$ cat src/cnt_timer_pkg.sv
// Constants shared by the four-channel counter/timer design.
// Assumes an 8-bit processor bus sampled synchronously to ref_clk.
package cnt_timer_pkg;

    // Channel count and select width
    localparam int          NUM_CH       = 4;
    localparam int          SEL_W        = 2;

    // Channel control word bit positions
    localparam int          CTL_INT_EN   = 7;
    localparam int          CTL_COUNTER  = 6;
    localparam int          CTL_PRE_256  = 5;
    localparam int          CTL_RISING   = 4;
    localparam int          CTL_EXT_TRIG = 3;
    localparam int          CTL_TC_NEXT  = 2;
    localparam int          CTL_SW_RESET = 1;
    localparam int          CTL_IS_CTRL  = 0;

    // Values after reset
    localparam logic [7:0]  CTRL_RESET   = 8'h00;
    localparam logic [7:0]  COUNT_RESET  = 8'h00;
    localparam logic [4:0]  VEC_RESET    = 5'h00;

    // Prescaler reload values, one less than the division factor
    localparam logic [7:0]  PRE_16_LOAD  = 8'h0f;
    localparam logic [7:0]  PRE_256_LOAD = 8'hff;

    // Return-from-interrupt opcode pair
    localparam logic [7:0]  RETURN_FROM_ISR_CODE_FIRST   = 8'hed;
    localparam logic [7:0]  RETURN_FROM_ISR_CODE_SECOND  = 8'h4d;

    // Interrupt vector field layout
    localparam int          VEC_HI_LSB   = 3;
    localparam int          VEC_CH_LSB   = 1;

    // Cycles from trigger edge at the pins to timer start
    localparam int          TRIG_START_CYCLES = 2;

endpackage

$ cat src/cnt_timer.sv
// Four-channel 8-bit down-counter/timer with bus cycle decode, zero-count pulses,
// fixed channel interrupt priority, daisy-chain in/out and return-opcode decode.
// Assumes all pins are synchronous to ref_clk and an outside wire resolves enables.
// Behaviour
// - A channel read returns its live down-count and leaves it unchanged.
// - Two channel-select inputs pick one of four channels for reads and writes.
// - Write qualifier made inside when read was high in the first period.
// - Written byte captured on the clock edge starting the third period.
// - External trigger edge starts the timer on the second following clock edge.
// - A trigger edge too late for one edge slips start by one more cycle.
// - Automatic trigger mode starts timing without any trigger edge.
// - Counter mode decrements once per synchronised active input edge.
// - A count edge missing the sampling window decrements one cycle later.
// - Reaching zero on channels 0 to 2 gives a one-cycle high pulse right after that edge.
// - Channel 0 has highest interrupt priority, channel 3 lowest.
// - A channel under service blocks lower ones; higher ones still interrupt.
// - An enabled channel requests an interrupt at each zero count.
// - Vector is five programmed high bits, channel code, then a zero.
// - Vector driven on acknowledge when I/O request is low and chain-in high.
// - Request status takes no new requests while the first-cycle indicator is low.
// - Fetched pair ED then 4D releases the channel under service.
// - Chain-out high only with chain-in high and no channel in service.
// - Channel 0 byte with bit 0 clear loads vector high bits, ignoring bits 1-2.
module cnt_timer
(
    input  wire logic       ref_clk,            // System clock, 20 MHz
    input  wire logic       rstn,               // Synchronous reset, active low
    input  wire logic       chip_enable_n,      // Chip enable, active low
    input  wire logic       io_request_n,       // I/O request, active low
    input  wire logic       read_n,             // Read strobe, active low
    input  wire logic       first_cycle_n,      // First machine cycle, active low
    input  wire logic       channel_select_lo,  // Channel select bit 0
    input  wire logic       channel_select_hi,  // Channel select bit 1
    input  wire logic [7:0] data_in,            // Data bus as seen at the pins
    output logic      [7:0] data_out,           // Data bus drive value
    output logic            data_oe_n,          // Data bus enable, low while driving
    input  wire logic [3:0] ext_count_trigger,  // Per-channel count or trigger input
    output logic      [2:0] zero_count_pulse,   // Zero-count pulses, channels 0 to 2
    output logic            int_out,            // Open-drain request level, always low
    output logic            int_oe_n,           // Request enable, low while requesting
    input  wire logic       priority_chain_in,  // Daisy chain enable in
    output logic            priority_chain_out  // Daisy chain enable out
);

    // Bus history and decode
    logic       io_prev;
    logic       read_prev;
    logic       m1_prev;
    logic [1:0] sel;
    logic       io_start;
    logic       wr_now;
    logic       rd_act;
    logic       ack_act;
    logic       ack_start;

    assign sel       = {channel_select_hi, channel_select_lo};
    assign io_start  = ~io_request_n & io_prev;
    assign rd_act    = ~io_request_n & ~chip_enable_n & ~read_n & first_cycle_n;
    assign wr_now    = io_start & ~chip_enable_n & first_cycle_n & read_n & read_prev;
    assign ack_act   = ~io_request_n & ~first_cycle_n & priority_chain_in;
    assign ack_start = ack_act & io_prev;

    // Sample bus strobes one cycle back
    always_ff @(posedge ref_clk)
    begin
        if (!rstn)
        begin
            io_prev   <= 1'b1;
            read_prev <= 1'b1;
            m1_prev   <= 1'b1;
        end
        else
        begin
            io_prev   <= io_request_n;
            read_prev <= read_n;
            m1_prev   <= first_cycle_n;
        end
    end

    // Per-channel state
    logic [7:0] ctrl  [cnt_timer_pkg::NUM_CH];
    logic [7:0] tconst[cnt_timer_pkg::NUM_CH];
    logic [7:0] count [cnt_timer_pkg::NUM_CH];
    logic [7:0] pre   [cnt_timer_pkg::NUM_CH];
    logic [3:0] tc_next;
    logic [3:0] armed;
    logic [3:0] run;
    logic [3:0] trig_q;
    logic [3:0] trig_prev;
    logic [3:0] edge_hit;
    logic [3:0] dec;
    logic [3:0] zc;
    logic [3:0] ip;
    logic [3:0] hold;
    logic [3:0] ius;
    logic [3:0] blk;
    logic [3:0] open_req;
    logic [3:0] ack_set;
    logic [3:0] rel;
    logic [4:0] vec_hi;
    logic [1:0] win;

    genvar i;
    generate
        for (i = 0; i < cnt_timer_pkg::NUM_CH; i++)
        begin : g_ch
            logic wr_ch;
            logic tick;
            logic counter_mode;

            assign wr_ch        = wr_now & (sel == 2'(i));
            assign counter_mode = ctrl[i][cnt_timer_pkg::CTL_COUNTER];
            // Active edge on the registered pin sample
            assign edge_hit[i]  = (trig_q[i] != trig_prev[i])
                                  & (trig_q[i] == ctrl[i][cnt_timer_pkg::CTL_RISING]);
            assign tick         = run[i] & ~counter_mode & (pre[i] == 8'h00);
            assign dec[i]       = run[i] & (counter_mode ? edge_hit[i] : tick);

            // Trigger pin history
            always_ff @(posedge ref_clk)
            begin
                if (!rstn)
                begin
                    trig_q[i]    <= 1'b0;
                    trig_prev[i] <= 1'b0;
                end
                else
                begin
                    trig_q[i]    <= ext_count_trigger[i];
                    trig_prev[i] <= trig_q[i];
                end
            end

            // Control word and time constant loading, start and stop
            always_ff @(posedge ref_clk)
            begin
                if (!rstn)
                begin
                    ctrl[i]    <= cnt_timer_pkg::CTRL_RESET;
                    tconst[i]  <= cnt_timer_pkg::COUNT_RESET;
                    tc_next[i] <= 1'b0;
                    armed[i]   <= 1'b0;
                    run[i]     <= 1'b0;
                end
                else if (wr_ch && tc_next[i])
                begin
                    tconst[i]  <= data_in;
                    tc_next[i] <= 1'b0;
                    if (!run[i])
                    begin
                        run[i]   <= counter_mode | ~ctrl[i][cnt_timer_pkg::CTL_EXT_TRIG];
                        armed[i] <= ~counter_mode & ctrl[i][cnt_timer_pkg::CTL_EXT_TRIG];
                    end
                end
                else if (wr_ch && data_in[cnt_timer_pkg::CTL_IS_CTRL])
                begin
                    ctrl[i]    <= data_in;
                    tc_next[i] <= data_in[cnt_timer_pkg::CTL_TC_NEXT];
                    if (data_in[cnt_timer_pkg::CTL_SW_RESET])
                    begin
                        run[i]   <= 1'b0;
                        armed[i] <= 1'b0;
                    end
                end
                else if (armed[i] && edge_hit[i])
                begin
                    armed[i] <= 1'b0;
                    run[i]   <= 1'b1;
                end
            end

            // Down-counter, prescaler and zero pulse
            always_ff @(posedge ref_clk)
            begin
                if (!rstn)
                begin
                    count[i] <= cnt_timer_pkg::COUNT_RESET;
                    pre[i]   <= cnt_timer_pkg::PRE_16_LOAD;
                    zc[i]    <= 1'b0;
                end
                else if (wr_ch && tc_next[i] && !run[i])
                begin
                    count[i] <= data_in;
                    pre[i]   <= ctrl[i][cnt_timer_pkg::CTL_PRE_256] ? cnt_timer_pkg::PRE_256_LOAD
                                                                     : cnt_timer_pkg::PRE_16_LOAD;
                    zc[i]    <= 1'b0;
                end
                else
                begin
                    if (tick)
                        pre[i] <= ctrl[i][cnt_timer_pkg::CTL_PRE_256] ? cnt_timer_pkg::PRE_256_LOAD
                                                                       : cnt_timer_pkg::PRE_16_LOAD;
                    else if (run[i] && !counter_mode)
                        pre[i] <= pre[i] - 8'h01;
                    // Zero reloads the time constant at once
                    if (dec[i])
                        count[i] <= (count[i] == 8'h01) ? tconst[i] : count[i] - 8'h01;
                    zc[i] <= dec[i] & (count[i] == 8'h01);
                end
            end

            // Request pending, held back while the first-cycle indicator is low
            always_ff @(posedge ref_clk)
            begin
                if (!rstn)
                begin
                    ip[i]   <= 1'b0;
                    hold[i] <= 1'b0;
                    ius[i]  <= 1'b0;
                end
                else
                begin
                    if (first_cycle_n)
                        ip[i] <= (ip[i] & ~ack_set[i]) | hold[i]
                                 | (zc[i] & ctrl[i][cnt_timer_pkg::CTL_INT_EN]);
                    else
                        ip[i] <= ip[i] & ~ack_set[i];
                    hold[i] <= ~first_cycle_n & (hold[i] | (zc[i] & ctrl[i][cnt_timer_pkg::CTL_INT_EN]));
                    ius[i]  <= (ius[i] & ~rel[i]) | ack_set[i];
                end
            end

            // Service at or above this channel blocks it
            if (i == 0)
            begin : g_blk0
                assign blk[i] = ius[i];
            end
            else
            begin : g_blkn
                assign blk[i] = blk[i-1] | ius[i];
            end
            assign open_req[i] = ip[i] & ~blk[i];
            assign ack_set[i]  = ack_start & (win == 2'(i)) & (|open_req);
        end
    endgenerate

    // Fixed priority encoder, channel 0 first
    logic [7:0] vec_win;
    logic [7:0] vec_held;
    logic [1:0] ack_chan;
    logic       ack_busy;

    assign win      = open_req[0] ? 2'd0 : open_req[1] ? 2'd1 : open_req[2] ? 2'd2 : 2'd3;
    assign vec_win  = {vec_hi, win, 1'b0};
    assign vec_held = {vec_hi, ack_chan, 1'b0};

    // Vector high bits from channel 0 non-control writes
    always_ff @(posedge ref_clk)
    begin
        if (!rstn)
            vec_hi <= cnt_timer_pkg::VEC_RESET;
        else if (wr_now && sel == 2'd0 && !tc_next[0] && !data_in[cnt_timer_pkg::CTL_IS_CTRL])
            vec_hi <= data_in[7:cnt_timer_pkg::VEC_HI_LSB];
    end

    // Acknowledge tracking
    always_ff @(posedge ref_clk)
    begin
        if (!rstn)
        begin
            ack_busy <= 1'b0;
            ack_chan <= 2'd0;
        end
        else if (ack_start && |open_req)
        begin
            ack_busy <= 1'b1;
            ack_chan <= win;
        end
        else if (io_request_n)
            ack_busy <= 1'b0;
    end

    // Data bus drive: counts on reads, vector on acknowledge
    logic       next_oe_n;
    logic [7:0] next_data;
    assign next_oe_n = ~(rd_act | (ack_start & |open_req) | (ack_busy & ack_act));
    assign next_data = (ack_start & |open_req) ? vec_win :
                       ack_busy                ? vec_held : count[sel];

    always_ff @(posedge ref_clk)
    begin
        if (!rstn)
        begin
            data_out  <= 8'h00;
            data_oe_n <= 1'b1;
        end
        else
        begin
            data_out  <= next_data;
            data_oe_n <= next_oe_n;
        end
    end

    // Opcode fetch watch for the return pair
    logic [7:0] fetch_byte;
    logic       fetched;
    logic       ed_seen;
    logic       m1_end;
    assign m1_end = first_cycle_n & ~m1_prev;
    assign rel    = (m1_end & fetched & ed_seen & (fetch_byte == cnt_timer_pkg::RETURN_FROM_ISR_CODE_SECOND))
                    ? (ius & ~(ius - 4'h1)) : 4'h0;

    always_ff @(posedge ref_clk)
    begin
        if (!rstn)
        begin
            fetch_byte <= 8'h00;
            fetched    <= 1'b0;
            ed_seen    <= 1'b0;
        end
        else if (!first_cycle_n && !read_n && io_request_n)
        begin
            fetch_byte <= data_in;
            fetched    <= 1'b1;
        end
        else if (m1_end)
        begin
            fetched <= 1'b0;
            if (fetched)
                ed_seen <= (fetch_byte == cnt_timer_pkg::RETURN_FROM_ISR_CODE_FIRST);
        end
    end

    // Request pin and daisy chain
    logic int_act;
    always_ff @(posedge ref_clk)
    begin
        if (!rstn)
            int_act <= 1'b0;
        else
            int_act <= |open_req & priority_chain_in;
    end
    assign int_out            = 1'b0;
    assign int_oe_n           = ~int_act;
    assign priority_chain_out = priority_chain_in & ~|ius;
    assign zero_count_pulse   = zc[2:0];

    // Checks
    rd_data_a: assert property (@(posedge ref_clk) disable iff (!rstn)
        rd_act && !ack_busy |=> data_out == $past(count[sel]) && !data_oe_n)
        else $error("read data mismatch");
    wr_ctrl_a: assert property (@(posedge ref_clk) disable iff (!rstn)
        wr_now && sel == 2'd1 && !tc_next[1] && data_in[0] |=> ctrl[1] == $past(data_in))
        else $error("control byte not captured");
    auto_start_a: assert property (@(posedge ref_clk) disable iff (!rstn)
        wr_now && sel == 2'd0 && tc_next[0] && !run[0] && !ctrl[0][3] |=> run[0])
        else $error("auto timer did not start");
    trig_start_a: assert property (@(posedge ref_clk) disable iff (!rstn)
        armed[0] && !wr_now && ext_count_trigger[0] == ctrl[0][4] && trig_q[0] != ctrl[0][4]
        ##1 !wr_now |=> run[0])
        else $error("trigger start late");
    cnt_dec_a: assert property (@(posedge ref_clk) disable iff (!rstn)
        run[2] && ctrl[2][6] && edge_hit[2] && count[2] > 8'h01 && !wr_now |=> count[2] == $past(count[2]) - 8'h01)
        else $error("counter edge lost");
    zc_pulse_a: assert property (@(posedge ref_clk) disable iff (!rstn)
        zero_count_pulse[0] |-> $past(dec[0]) && $past(count[0]) == 8'h01 ##1 !zero_count_pulse[0] || dec[0])
        else $error("zero pulse wrong");
    vec_form_a: assert property (@(posedge ref_clk) disable iff (!rstn)
        ack_start && |open_req |=> !data_oe_n && data_out == {vec_hi, $past(win), 1'b0})
        else $error("vector malformed");
    prio_a: assert property (@(posedge ref_clk) disable iff (!rstn)
        open_req[0] |-> win == 2'd0)
        else $error("channel 0 not first");
    freeze_a: assert property (@(posedge ref_clk) disable iff (!rstn)
        !first_cycle_n && $past(!first_cycle_n) |-> (ip & ~$past(ip)) == 4'h0)
        else $error("request changed during first cycle");
    chain_a: assert property (@(posedge ref_clk) disable iff (!rstn)
        priority_chain_out |-> priority_chain_in && ius == 4'h0)
        else $error("chain out while serviced");
    hiz_a: assert property (@(posedge ref_clk) disable iff (!rstn)
        io_request_n && $past(io_request_n) |-> data_oe_n)
        else $error("bus driven while idle");
    return_from_isr_code_a: assert property (@(posedge ref_clk) disable iff (!rstn)
        rel != 4'h0 |=> ius == ($past(ius) & ~$past(rel)))
        else $error("service not released");

    ack_c:  cover property (@(posedge ref_clk) ack_start && |open_req);
    return_from_isr_code_c: cover property (@(posedge ref_clk) rel != 4'h0);
    zc_c:   cover property (@(posedge ref_clk) zc[3]);
    nest_c: cover property (@(posedge ref_clk) ius[2] && ack_set[0]);

endmodule

$ cat config.mk
export PLATFORM = sky130hd
export DESIGN_NAME = cnt_timer
export DESIGN_NICKNAME = d
export VERILOG_FILES = /design/src/cnt_timer_pkg.sv /design/src/cnt_timer.sv
export SDC_FILE = /design/constraint.sdc
export NUM_CORES = 1
export LEC_CHECK = 0
export ABC_CLOCK_PERIOD_IN_PS = 7000
export BUFFER_PORTS_ARGS = -buffer_cell sky130_fd_sc_hd__buf_2
export CORE_MARGIN = 1.5
export CORE_UTILIZATION = 35
export CTS_CLUSTER_SIZE = 12
export DETAILED_ROUTE_END_ITERATION = 7
export PLACE_DENSITY = 0.58
export SETUP_SLACK_MARGIN = 0.3
export SYNTH_ARGS = -nofsm -noshare
export SYNTH_HDL_FRONTEND = slang
export SYNTH_SLANG_ARGS = --single-unit
$ cat constraint.sdc
create_clock -name ref_clk -period 7 [get_ports ref_clk]
set_clock_uncertainty 0.05 [all_clocks]
set_input_delay 0 -clock ref_clk [delete_from_list [all_inputs] [get_ports ref_clk]]
set_output_delay 0 -clock ref_clk [all_outputs]
set_load 0.05 [all_outputs]
# Word-level counts from Yosys, hierarchy flattened
# Memory sizes are Yosys's and may differ from the RTL's.
# Index checks and enable logic that the tools add are counted.
# totals
mem_bits_rw	128
inputBits	21
elab_cells	500
n_memories	4
register_bits	67
out_inout_bits	15
# mem_list
memory	words	width	read_ports	rd_ports_with_merged_regs	write_ports	line	text
count	4	8	5	0	4	cnt_timer.sv:83	logic [7:0] count [cnt_timer_pkg::NUM_CH];
ctrl	4	8	4	0	4	cnt_timer.sv:81	logic [7:0] ctrl [cnt_timer_pkg::NUM_CH];
pre	4	8	4	0	4	cnt_timer.sv:84	logic [7:0] pre [cnt_timer_pkg::NUM_CH];
tconst	4	8	4	0	4	cnt_timer.sv:82	logic [7:0] tconst[cnt_timer_pkg::NUM_CH];
# op_classes
bitwise_logic	159
muxes	180
add_sub_neg	9
eq_ne	28
n_reduce_logical	71
# ops
op	count
8-bit 2-to-1 mux	38
1-bit 2-to-1 mux	139
1-bit bitwise AND	75
8-bit by 1-bit subtractor with 8-bit output, second input constant	8
1-bit OR	53
8-bit by 1-bit == test with 1-bit output, second input constant	4
8-bit logical NOT	4
1-bit inverter	29
1-bit logical AND	26
2-bit OR reduction	8
3-bit AND reduction	5
1-bit logical NOT	13
3-bit != test, second input constant	4
3-bit nonzero test	4
2-bit == test, second input constant	4
8-bit by 7-bit == test with 1-bit output, second input constant	1
8-bit == test, second input constant	1
2-bit != test, second input constant	4
2-bit AND reduction	4
4-bit OR reduction	2
4-bit bitwise AND	1
1-bit == test	4
2-bit by 1-bit == test with 1-bit output, second input constant	2
2-bit logical NOT	2
7 further kinds	12

# Depth between registers and ports, before layout
# Gate-level depths: netlist of run 1.
# depth
depth_word	15
ltp_mapped	8

# Worst setup path before layout of run 1
# Ideal clock, no wire load.
# synth_timing
kind	register -> register
startpoint	memory pre[1][3]
endpoint	memory count[1][0], enable pin
required_time_ns	6.621
n_path_buf	0
period_less_slack_ns	2.313
arrival_ns	1.935
path_slack_ns	4.687
stages_incl_launch_ff	6
path_cell_list	edfxtp_1 -> or4_4 -> or4b_4 -> o21ai_4 -> nand2_1 -> nand2_1
# synth_rtl
element	line
from (decl)	cnt_timer.sv:84
to (decl)	cnt_timer.sv:83

==> metrics.cfg, run 1 <==
[status]
status=finished, violations left
violations=design-rule violations

[worst_setup_path]
crit_fanout=13
crit_path_end_kind=flop
reg2reg_slack_ps=4220
path_class=reg2reg
timing.rr.start=io_prev
crit_buf_inv=0
cp.arrival_ps=2830
critPathSlowestCell=nor3_2
cp_top_family=simple AND/OR/NAND/NOR gates
path_cells=nor2b_1 -> nand3_1 -> nor3_2 -> nor2_1 -> nand2_1
slowest_delay_ps=640
worstPathRequired_ps=7050
critPathLaunch=io_prev
worstSetupStartpointType=flop

[yosys]
synth_edf_count=116
synth_nets=969
syn_inst=932
synth-seq-cells=183
ys_types=71
synth.most_common_cell=nand2_1
synth-async-reset-ratio_pct=0
synthTopCellsByArea=edfxtp_1 37%, dfxtp_1 14%, nand2_1 5.0%
syn_area_mm2=0.00933
yosys.area.top_type=edfxtp_1
yosysWarnings=0
netlist_top_cells_count=123 x nand2_1, 116 x edfxtp_1, 74 x nor2_1
synth.top_cell.area_share_pct=37.4
avgSynthCellArea_um2=10.0
ys_seq_area_share_pct=51.7
ys.flop_type=edfxtp_1

[layout]
fin_util_pct=39.7
fill_cells=2591
fin_area_mm2=0.0104
drive_gt1_share_pct=8.93
antenna_cells=0
area_delta_synth_final_pct=11.3
fin_nets=998

[clock_tree]
clock-sinks=183
root_buffer=clkbuf_16
clk_latency_ps=440
cts_tree=done
htree_num_levels=4
postCtsSetupBuffers=0
cts-buffers-inserted=17
ctsLongestPathBuffers=2
clkSlewWorstSetupHoldPaths_ps=70

[die]
initial_utilization_pct=35.7
core.rowCount=59
coreArea_mm2=0.0261
die_height_um=166
fp.dieW_um=166
dieArea_mm2=0.0276
num_io_pins=36

[timing]
slew_violations=0
post-route-period-util_pct=39.7
rsz0062_at_grt=no
setup-tns-final_ps=0
relSlewSlack_pct=20.8
worst_pin_slew_ps=1170
post-route-worst-setup-slack_ps=4220
period_minus_slack_ps=2780
final_hold_viol_count=0
final-setup-viol-count=0
clock.fmax_ghz=0.360

[routing]
vias=6816
drt_wl_total_um=22800
initialDrtViolationCount=448
drt-pass1-iter-count=7
vias_per_cell=5.21
ant_nets=0
drc=1
wl_per_cell_um=17.4

[grt]
grt_use_total_pct=16.8
antenna_found_initial=0
grt_pass1_vias=6614
gr-total-overflow=0
grt_max_degree=41
grt_pass1_wl_um=36300

[power]
power.internal_uw=1710
p_seq_share_pct=53.2
pwr-share-comb_pct=6.5
powerDensity_mw_per_mm2=216
p_leak_uw=0.00365
p_switching_uw=527
p_clk_share_pct=40.2
ir_worst_vdd_v=0.000144
switching_share_pct=23.5

[placed_design]
post_dp_cell_area_mm2=0.00972
dp.final_hpwl_um=15700
place.gp.congestion=0.821
dp_slack_ps=4110
io_buffers=34

[job]
maxCapViolations=0

[hold_path]
hp-start=data_in[4]
hold_path_class=in2reg

[cell type report]
cell class	instances	area (um^2)	share of cell area [%]
multi-input cells	677	4150	40.0
repair buffers	51	325	3.14
clock buffers	25	497	4.79
well taps	335	419	4.04
inverters	31	116	1.12
clock inverters	7	45.0	0.434
flip-flops and latches	183	4820	46.5
[cells in the final DEF, fill, tap and decap left out, types with 5 or more instances in the layout]
master           n
nor3b_1         22
dlygate4sd3_1   11
ha_1            16
and3_1           6
xnor2_1         27
clkbuf_16       18
nor3_1          30
nand3_1         19
nand2b_1         9
o32ai_1          5
o22ai_1          5
edfxtp_1       116
o21ai_1          8
a21boi_0         6
o21ai_0         62
nor2_1          74
xor2_1           8
or4_1            6
mux4_2           8
or3_1            8
a21oi_1         58
mux2i_1         25
nor4_1           5
inv_1           30
buf_2           34
o31ai_1          5
buf_4            6
nor2b_1         15
and2_1          60
clkbuf_1         5
o21a_1           5
dfxtp_1         67
nand2_1        123
nand4_1          7
[sequential cells by signal (all words and copies together), names as in the netlist, 2 cells and up]
| name | count |
|---|---|
| armed | 4 |
| pre | 32 |
| vec_hi | 5 |
| ius | 3 |
| run | 4 |
| fetch_byte | 8 |
| ctrl | 20 |
| zero_count_pulse | 3 |
| data_out | 8 |
| tconst | 32 |
| ack_chan | 2 |
| tc_next | 4 |
| count | 32 |
| trig_prev | 4 |
| trig_q | 4 |
| ip | 4 |
| hold | 4 |
[logic make-up after synthesis]
kind of cell / share of synthesized area, %
simple gates: 22.8
flops: 51.7
compound gates: 11.4
buf+inv: 3.82
xor+xnor: 3.29
mux: 4.86
fa+ha+maj: 2.15
other cells: 0.0402
[metrics by stage]
stage | std cells | hold slack, ps | power (uW)
after floorplan | 932 | 51.5 | 1310
after global placement | 1266 | 167 | 1360
after detailed placement | 1266 | 169 | 1360
after CTS | 1309 | 13.1 | 2260
after global routing | 1309 | 30.0 | 2310
final | 1309 | 14.9 | 2240
[tightest hold or removal path: cells and delay by family]
family | cells | cell delay (ps)
and+or+nand+nor | 1 | 130
buffers and inverters | 1 | 260
AOI/OAI and AO/OA | 1 | 60
[power groups by stage]
stage	clock network [uW]	logic (uW)	registers [uW]
3_5_place_dp	0	143	1220
4_1_cts	917	148	1190
3_3_place_gp	0	142	1220
6_report	901	147	1190
2_1_floorplan	0	91.6	1220
5_1_grt	955	161	1200
[repair_timing]
action                                  CTS  global route
endpoints found under the setup margin    0             0
gates resized for setup                   0             0
hold endpoints to repair                 16             0
hold buffers                             11             0
[metal layers]
layer	GRT usage, %	vias to the layer above	wire, um
met5	0	-	0
met4	4.62	0	329
met3	3.29	26	977
met2	28.3	154	11000
met1	22.0	3255	10500
li1	-	3381	-
[final timing paths]
check	end	cells after the start
worst max-delay path	count[2][2]	5
worst min-delay path	vec_hi[1]	3
worst min register to register	data_out[6]	2
worst max register to register	count[2][2]	5
Power figures use the tool's default switching activity.
==> run 2: changes to the inputs <==
- ABC_CLOCK_PERIOD_IN_PS: 7000 -> 2900
- clock period: 7 -> 2.9 ns (I/O delays scaled with it)
==> metrics.cfg, run 2 (synthesis results as in run 1) <==
[routing]
vias_per_cell=5.18  ; was 5.21
drt-pass1-iter-count=7  ; unchanged
drc=1  ; unchanged
vias=6859  ; was 6,816
drt_wl_total_um=22500  ; was 22,800 um
wl_per_cell_um=17.0  ; was 17.4 um
initialDrtViolationCount=670  ; was 448
ant_nets=0  ; unchanged

[clock_tree]
cts_tree=done  ; unchanged
clkSlewWorstSetupHoldPaths_ps=80  ; was 70 ps
clock-sinks=183  ; unchanged
cts_resized=0  ; unchanged
clk_latency_ps=440  ; about the same
root_buffer=clkbuf_16  ; unchanged
ctsLongestPathBuffers=2  ; unchanged
htree_num_levels=4  ; unchanged
cts-buffers-inserted=17  ; unchanged

[hold_path]
hold_depth=3  ; unchanged
hold_path_class=in2reg  ; unchanged
hp-start=data_in[4]  ; unchanged
hold_end=vec_hi[1]  ; unchanged

[worst_setup_path]
r2r_end=count[1][7]  ; was count[2][2]
cp.arrival_ps=2580  ; was 2830 ps
reg2reg_slack_ps=390  ; was 4220 ps
crit_path_end_kind=flop  ; unchanged
timing.rr.start=pre[1][3]  ; was io_prev
cp_top_family=simple AND/OR/NAND/NOR gates  ; unchanged
path_cells=or4_4 -> or4b_4 -> o21ai_4 -> nand2_1 -> nand2_1  ; was nor2b_1 -> nand3_1 -> nor3_2 -> nor2_1 -> nand2_1
critPathSlowestCell=or4_4  ; was nor3_2
worstPathRequired_ps=2970  ; was 7050 ps
slowest_delay_ps=570  ; was 640 ps
worstSetupStartpointType=flop  ; unchanged
path_class=reg2reg  ; unchanged
crit_buf_inv=0  ; unchanged
crit_top_cell=nand2_1
r2r_cells=5  ; unchanged
crit_fanout=8  ; was 13

[layout]
fin_nets=1014  ; was 998
reg.largest.list=count (32), pre (32), tconst (32)  ; unchanged
fin_area_mm2=0.0106  ; was 0.0104 mm^2
drive_gt1_share_pct=10.7  ; was 8.93%
final_common_cell=nand2_1  ; unchanged
layout_common_cells=123 x nand2_1, 116 x edfxtp_1, 74 x nor2_1, 67 x dfxtp_1, 62 x o21ai_0  ; unchanged
antenna_cells=0  ; unchanged
area_delta_synth_final_pct=13.1  ; was 11.3%

[status]
status=finished, violations left  ; unchanged
violations=design-rule violations  ; unchanged

[timing]
period_minus_slack_ps=2510  ; was 2780 ps
relSlewSlack_pct=28.5  ; was 20.8%
final_hold_viol_count=0  ; unchanged
post-route-period-util_pct=86.7  ; was 39.7%
worst_pin_slew_ps=1060  ; was 1170 ps
rsz0062_at_grt=no  ; unchanged
slew_violations=0  ; unchanged
setup-tns-final_ps=0  ; unchanged
final-setup-viol-count=0  ; unchanged
clock.fmax_ghz=0.398  ; was 0.360 GHz

[placed_design]
place.gp.congestion=0.842  ; was 0.821
io_buffers=34  ; unchanged
dp.final_hpwl_um=15700  ; about the same
post_dp_cell_area_mm2=0.00984  ; was 0.00972 mm^2

[grt]
grt_use_total_pct=16.5  ; was 16.8%
antenna_found_initial=1  ; was 0
grt_pass1_wl_um=35800  ; was 36,300 um
gr-total-overflow=0  ; unchanged
grt_pass1_vias=6571  ; was 6,614
grt_max_degree=39  ; was 41

[die]
core.rowCount=59  ; unchanged
dieArea_mm2=0.0276  ; unchanged
die_height_um=166  ; unchanged
initial_utilization_pct=35.7  ; unchanged
fp.dieW_um=166  ; unchanged
coreArea_mm2=0.0261  ; unchanged
num_io_pins=36  ; unchanged

[power]
powerDensity_mw_per_mm2=528  ; was 216 mW/mm^2
ir_worst_vdd_v=0.000335  ; was 0.000144 V
p_leak_uw=0.00377  ; was 0.00365 uW

[job]
maxCapViolations=0  ; unchanged

## run 2: changes by cell type in the layout (fill, tap and decap cells not counted), sizes merged
cell	previous run	this run
buf	40	54
dlygate4sd3	11	13
clkinvlp	2	0
clkbuf	25	19
bufinv	0	2
clkinv	6	5
inv	30	37
## run 2: what timing repair did
item | in CTS | in global routing
endpoints found under the hold margin | 17 | 0
buffers inserted | 0 | 0
hold buffers | 13 | 0
## run 2: worst max path at each step
stage                          from     endpoint  depth (start not counted)
after CTS                 pre[1][3]  count[1][6]                          5
final                     pre[1][3]  count[1][7]                          5
after global placement    pre[1][3]  count[1][3]                          5
after global routing      pre[1][3]  count[1][7]                          5
after detailed placement  pre[1][3]  count[1][3]                          5
after floorplan           pre[1][3]  count[1][0]                          5
## run 2: layout make-up
type	count	area [um^2]
Clock inverter	13	141
Tap cell	335	419
Clock buffer	19	443
Multi-Input combinational cell	677	4140
Fill cell	2588	15600
Timing Repair Buffer	67	463
Sequential cell	183	4820
Inverter	31	116
## run 2: where the power goes
group	total, uW	internal [uW]	switching [uW]
logic	365	128	237
clock network	2330	1300	1030
registers	2880	2830	51.6
total	5570	4260	1310
## run 2: stage by stage
stage | power, uW | instances | setup WS [ps] | utilization [%] | hold slack [ps]
finish | 5570 | 1325 | 386 | 40.4 | 1.51
global route | 5760 | 1325 | 314 | 40.4 | 10.5
CTS | 5620 | 1325 | 367 | 40.4 | 1.28
detailed placement | 3290 | 1280 | 417 | 37.6 | 162
global placement | 3280 | 1280 | 445 | 37.6 | 163
floorplan | 3160 | 932 | 587 | - | 51.5
## run 2: worst min-delay path: stages
cell and delay [ps]:
buf_2 250, nand3_1 130, a21oi_1 60
## run 2: layer usage
layer	track usage (%)	share of wire, %
met2	27.2	47
met1	22.4	47
met3	2.93	5.1
met5	0	0
met4	4.90	1.2
==> run 3: changes to the inputs <==
- REMOVE_ABC_BUFFERS: unset -> 1
==> metrics.cfg, run 3 (synthesis results as in run 1) <==
[status]
status=finished, violations left  ; unchanged
violations=design-rule violations  ; unchanged

[die]
core.rowCount=59  ; unchanged
dieArea_mm2=0.0276  ; unchanged
fp.dieW_um=166  ; unchanged
num_io_pins=36  ; unchanged
die_height_um=166  ; unchanged
coreArea_mm2=0.0261  ; unchanged
initial_utilization_pct=35.7  ; unchanged

[clock_tree]
clock-sinks=183  ; unchanged
ctsLongestPathBuffers=2  ; unchanged
postCtsHoldBufs=13  ; unchanged
cts-buffers-inserted=17  ; unchanged
root_buffer=clkbuf_16  ; unchanged
postCtsSetupBuffers=0  ; unchanged
clk_latency_ps=430  ; was 440 ps
htree_num_levels=4  ; unchanged
clkSlewWorstSetupHoldPaths_ps=70  ; was 80 ps
cts_tree=done  ; unchanged
cts_resized=0  ; unchanged

[power]
p_switching_uw=1300  ; was 1310 uW
power.internal_uw=4350  ; was 4260 uW
powerDensity_mw_per_mm2=530  ; was 528 mW/mm^2
p_clk_share_pct=42.5  ; was 41.8%
switching_share_pct=23.1  ; was 23.6%
p_seq_share_pct=50.9  ; was 51.6%
ir_worst_vdd_v=0.000333  ; was 0.000335 V
pwr-share-comb_pct=6.6  ; was 6.5%
p_leak_uw=0.00383  ; was 0.00377 uW

[layout]
antenna_cells=0  ; unchanged
layout_common_cells=123 x nand2_1, 116 x edfxtp_1, 74 x nor2_1, 67 x dfxtp_1, 62 x o21ai_0  ; unchanged
fin_nets=1023  ; was 1,014
fill_cells=2576  ; was 2,588
area_delta_synth_final_pct=14.3  ; was 13.1%
drive_gt1_share_pct=11.3  ; was 10.7%
final_common_cell=nand2_1  ; unchanged
reg.largest.list=count (32), pre (32), tconst (32)  ; unchanged

[routing]
initialDrtViolationCount=534  ; was 670
wl_per_cell_um=17.0  ; about the same
vias=6977  ; was 6,859
ant_nets=0  ; unchanged
drt-pass1-iter-count=7  ; unchanged
drt_wl_total_um=22600  ; was 22,500 um
vias_per_cell=5.23  ; was 5.18
drc=4  ; was 1

[grt]
grt_use_total_pct=17.0  ; was 16.5%
gr-total-overflow=0  ; unchanged
grt_pass1_vias=6829  ; was 6,571
antenna_found_initial=0  ; was 1
grt_pass1_wl_um=36900  ; was 35,800 um
grt_max_degree=63  ; was 39

[timing]
hold_slack_ps=21.1  ; was 1.51 ps
period_minus_slack_ps=2470  ; was 2510 ps
final_hold_viol_count=0  ; unchanged
setup-tns-final_ps=0  ; unchanged
final-setup-viol-count=0  ; unchanged
relSlewSlack_pct=26.5  ; was 28.5%
rsz0062_at_grt=no  ; unchanged
worst_pin_slew_ps=1090  ; was 1060 ps
clock.fmax_ghz=0.405  ; was 0.398 GHz
slew_violations=0  ; unchanged
post-route-period-util_pct=85.2  ; was 86.7%

[worst_setup_path]
worstSetupStartpointType=flop  ; unchanged
worstPathRequired_ps=2950  ; was 2970 ps
crit_path_end_kind=flop  ; unchanged
cp.arrival_ps=2520  ; was 2580 ps
crit_fanout=8  ; unchanged
path_class=reg2reg  ; unchanged

[placed_design]
dp.final_hpwl_um=15500  ; was 15,700 um
io_buffers=34  ; unchanged
place.gp.congestion=0.818  ; was 0.842

[hold_path]
hold_path_class=in2reg  ; unchanged

[job]
maxCapViolations=0  ; unchanged

[run 3: changes by cell type in the layout (fill, tap and decap cells not counted), sizes merged]
| cell | delta |
|---|---|
| buf | +9 |
| bufinv | -2 |
| clkbuf | +7 |
| clkinv | -2 |
| inv | -3 |
[run 3: through the flow]
stage,setup WS (ps),area (um^2),cells,total power (uW),utilization [%]
3_5_place_dp,442,9900,1289,3290,37.9
6_report,429,10700,1334,5650,40.8
5_1_grt,324,10700,1334,5850,40.8
2_1_floorplan,468,9080,891,3120,-
4_1_cts,432,10700,1334,5710,40.8
3_3_place_gp,475,9900,1289,3290,37.9
[run 3: worst max-delay path, stage by stage, from the launching register on]
cell,delay (ps)
edfxtp_1,430
or4_4,560
or4b_4,530
o21ai_4,170
nand2_1,90
nand2_1,290
[run 3: cell type report]
cell class | instances | area [um^2] | share of cell area, %
Inverter | 31 | 116 | 1.09
Tap cell | 335 | 419 | 3.93
Sequential cell | 183 | 4820 | 45.3
Multi-Input combinational cell | 677 | 4140 | 38.9
Timing Repair Buffer | 76 | 531 | 4.98
Clock buffer | 26 | 576 | 5.40
Clock inverter | 6 | 45.0 | 0.423
[run 3: power groups by stage]
stage                     clock (uW)  combinational, uW  sequential [uW]
after floorplan                    0                180             2940
after global placement             0                358             2930
after detailed placement           0                360             2930
after CTS                       2450                376             2880
after global routing            2560                410             2880
final                           2400                373             2880
[run 3: final timing paths]
check | cells past startpoint | to | slack [ps] | startpoint
worst max-delay path | 5 | count[1][7] | 430 | pre[1][3]
worst min-delay path | 3 | vec_hi[3] | 20 | data_in[6]
worst max register to register | 5 | count[1][7] | 430 | pre[1][3]
worst min register to register | 2 | vec_hi[1] | 410 | vec_hi[1]
[run 3: layer usage]
layer  part of all wire, %  wire (um)  global-route usage [%]  up-vias
li1                      -          -                       -     3427
met1                    47      10500                    23.0     3357
met2                    47      10700                    27.9      172
met3                   4.8       1080                    3.24       21
met4                   1.6        351                    4.82        0
met5                     0          0                       0        -
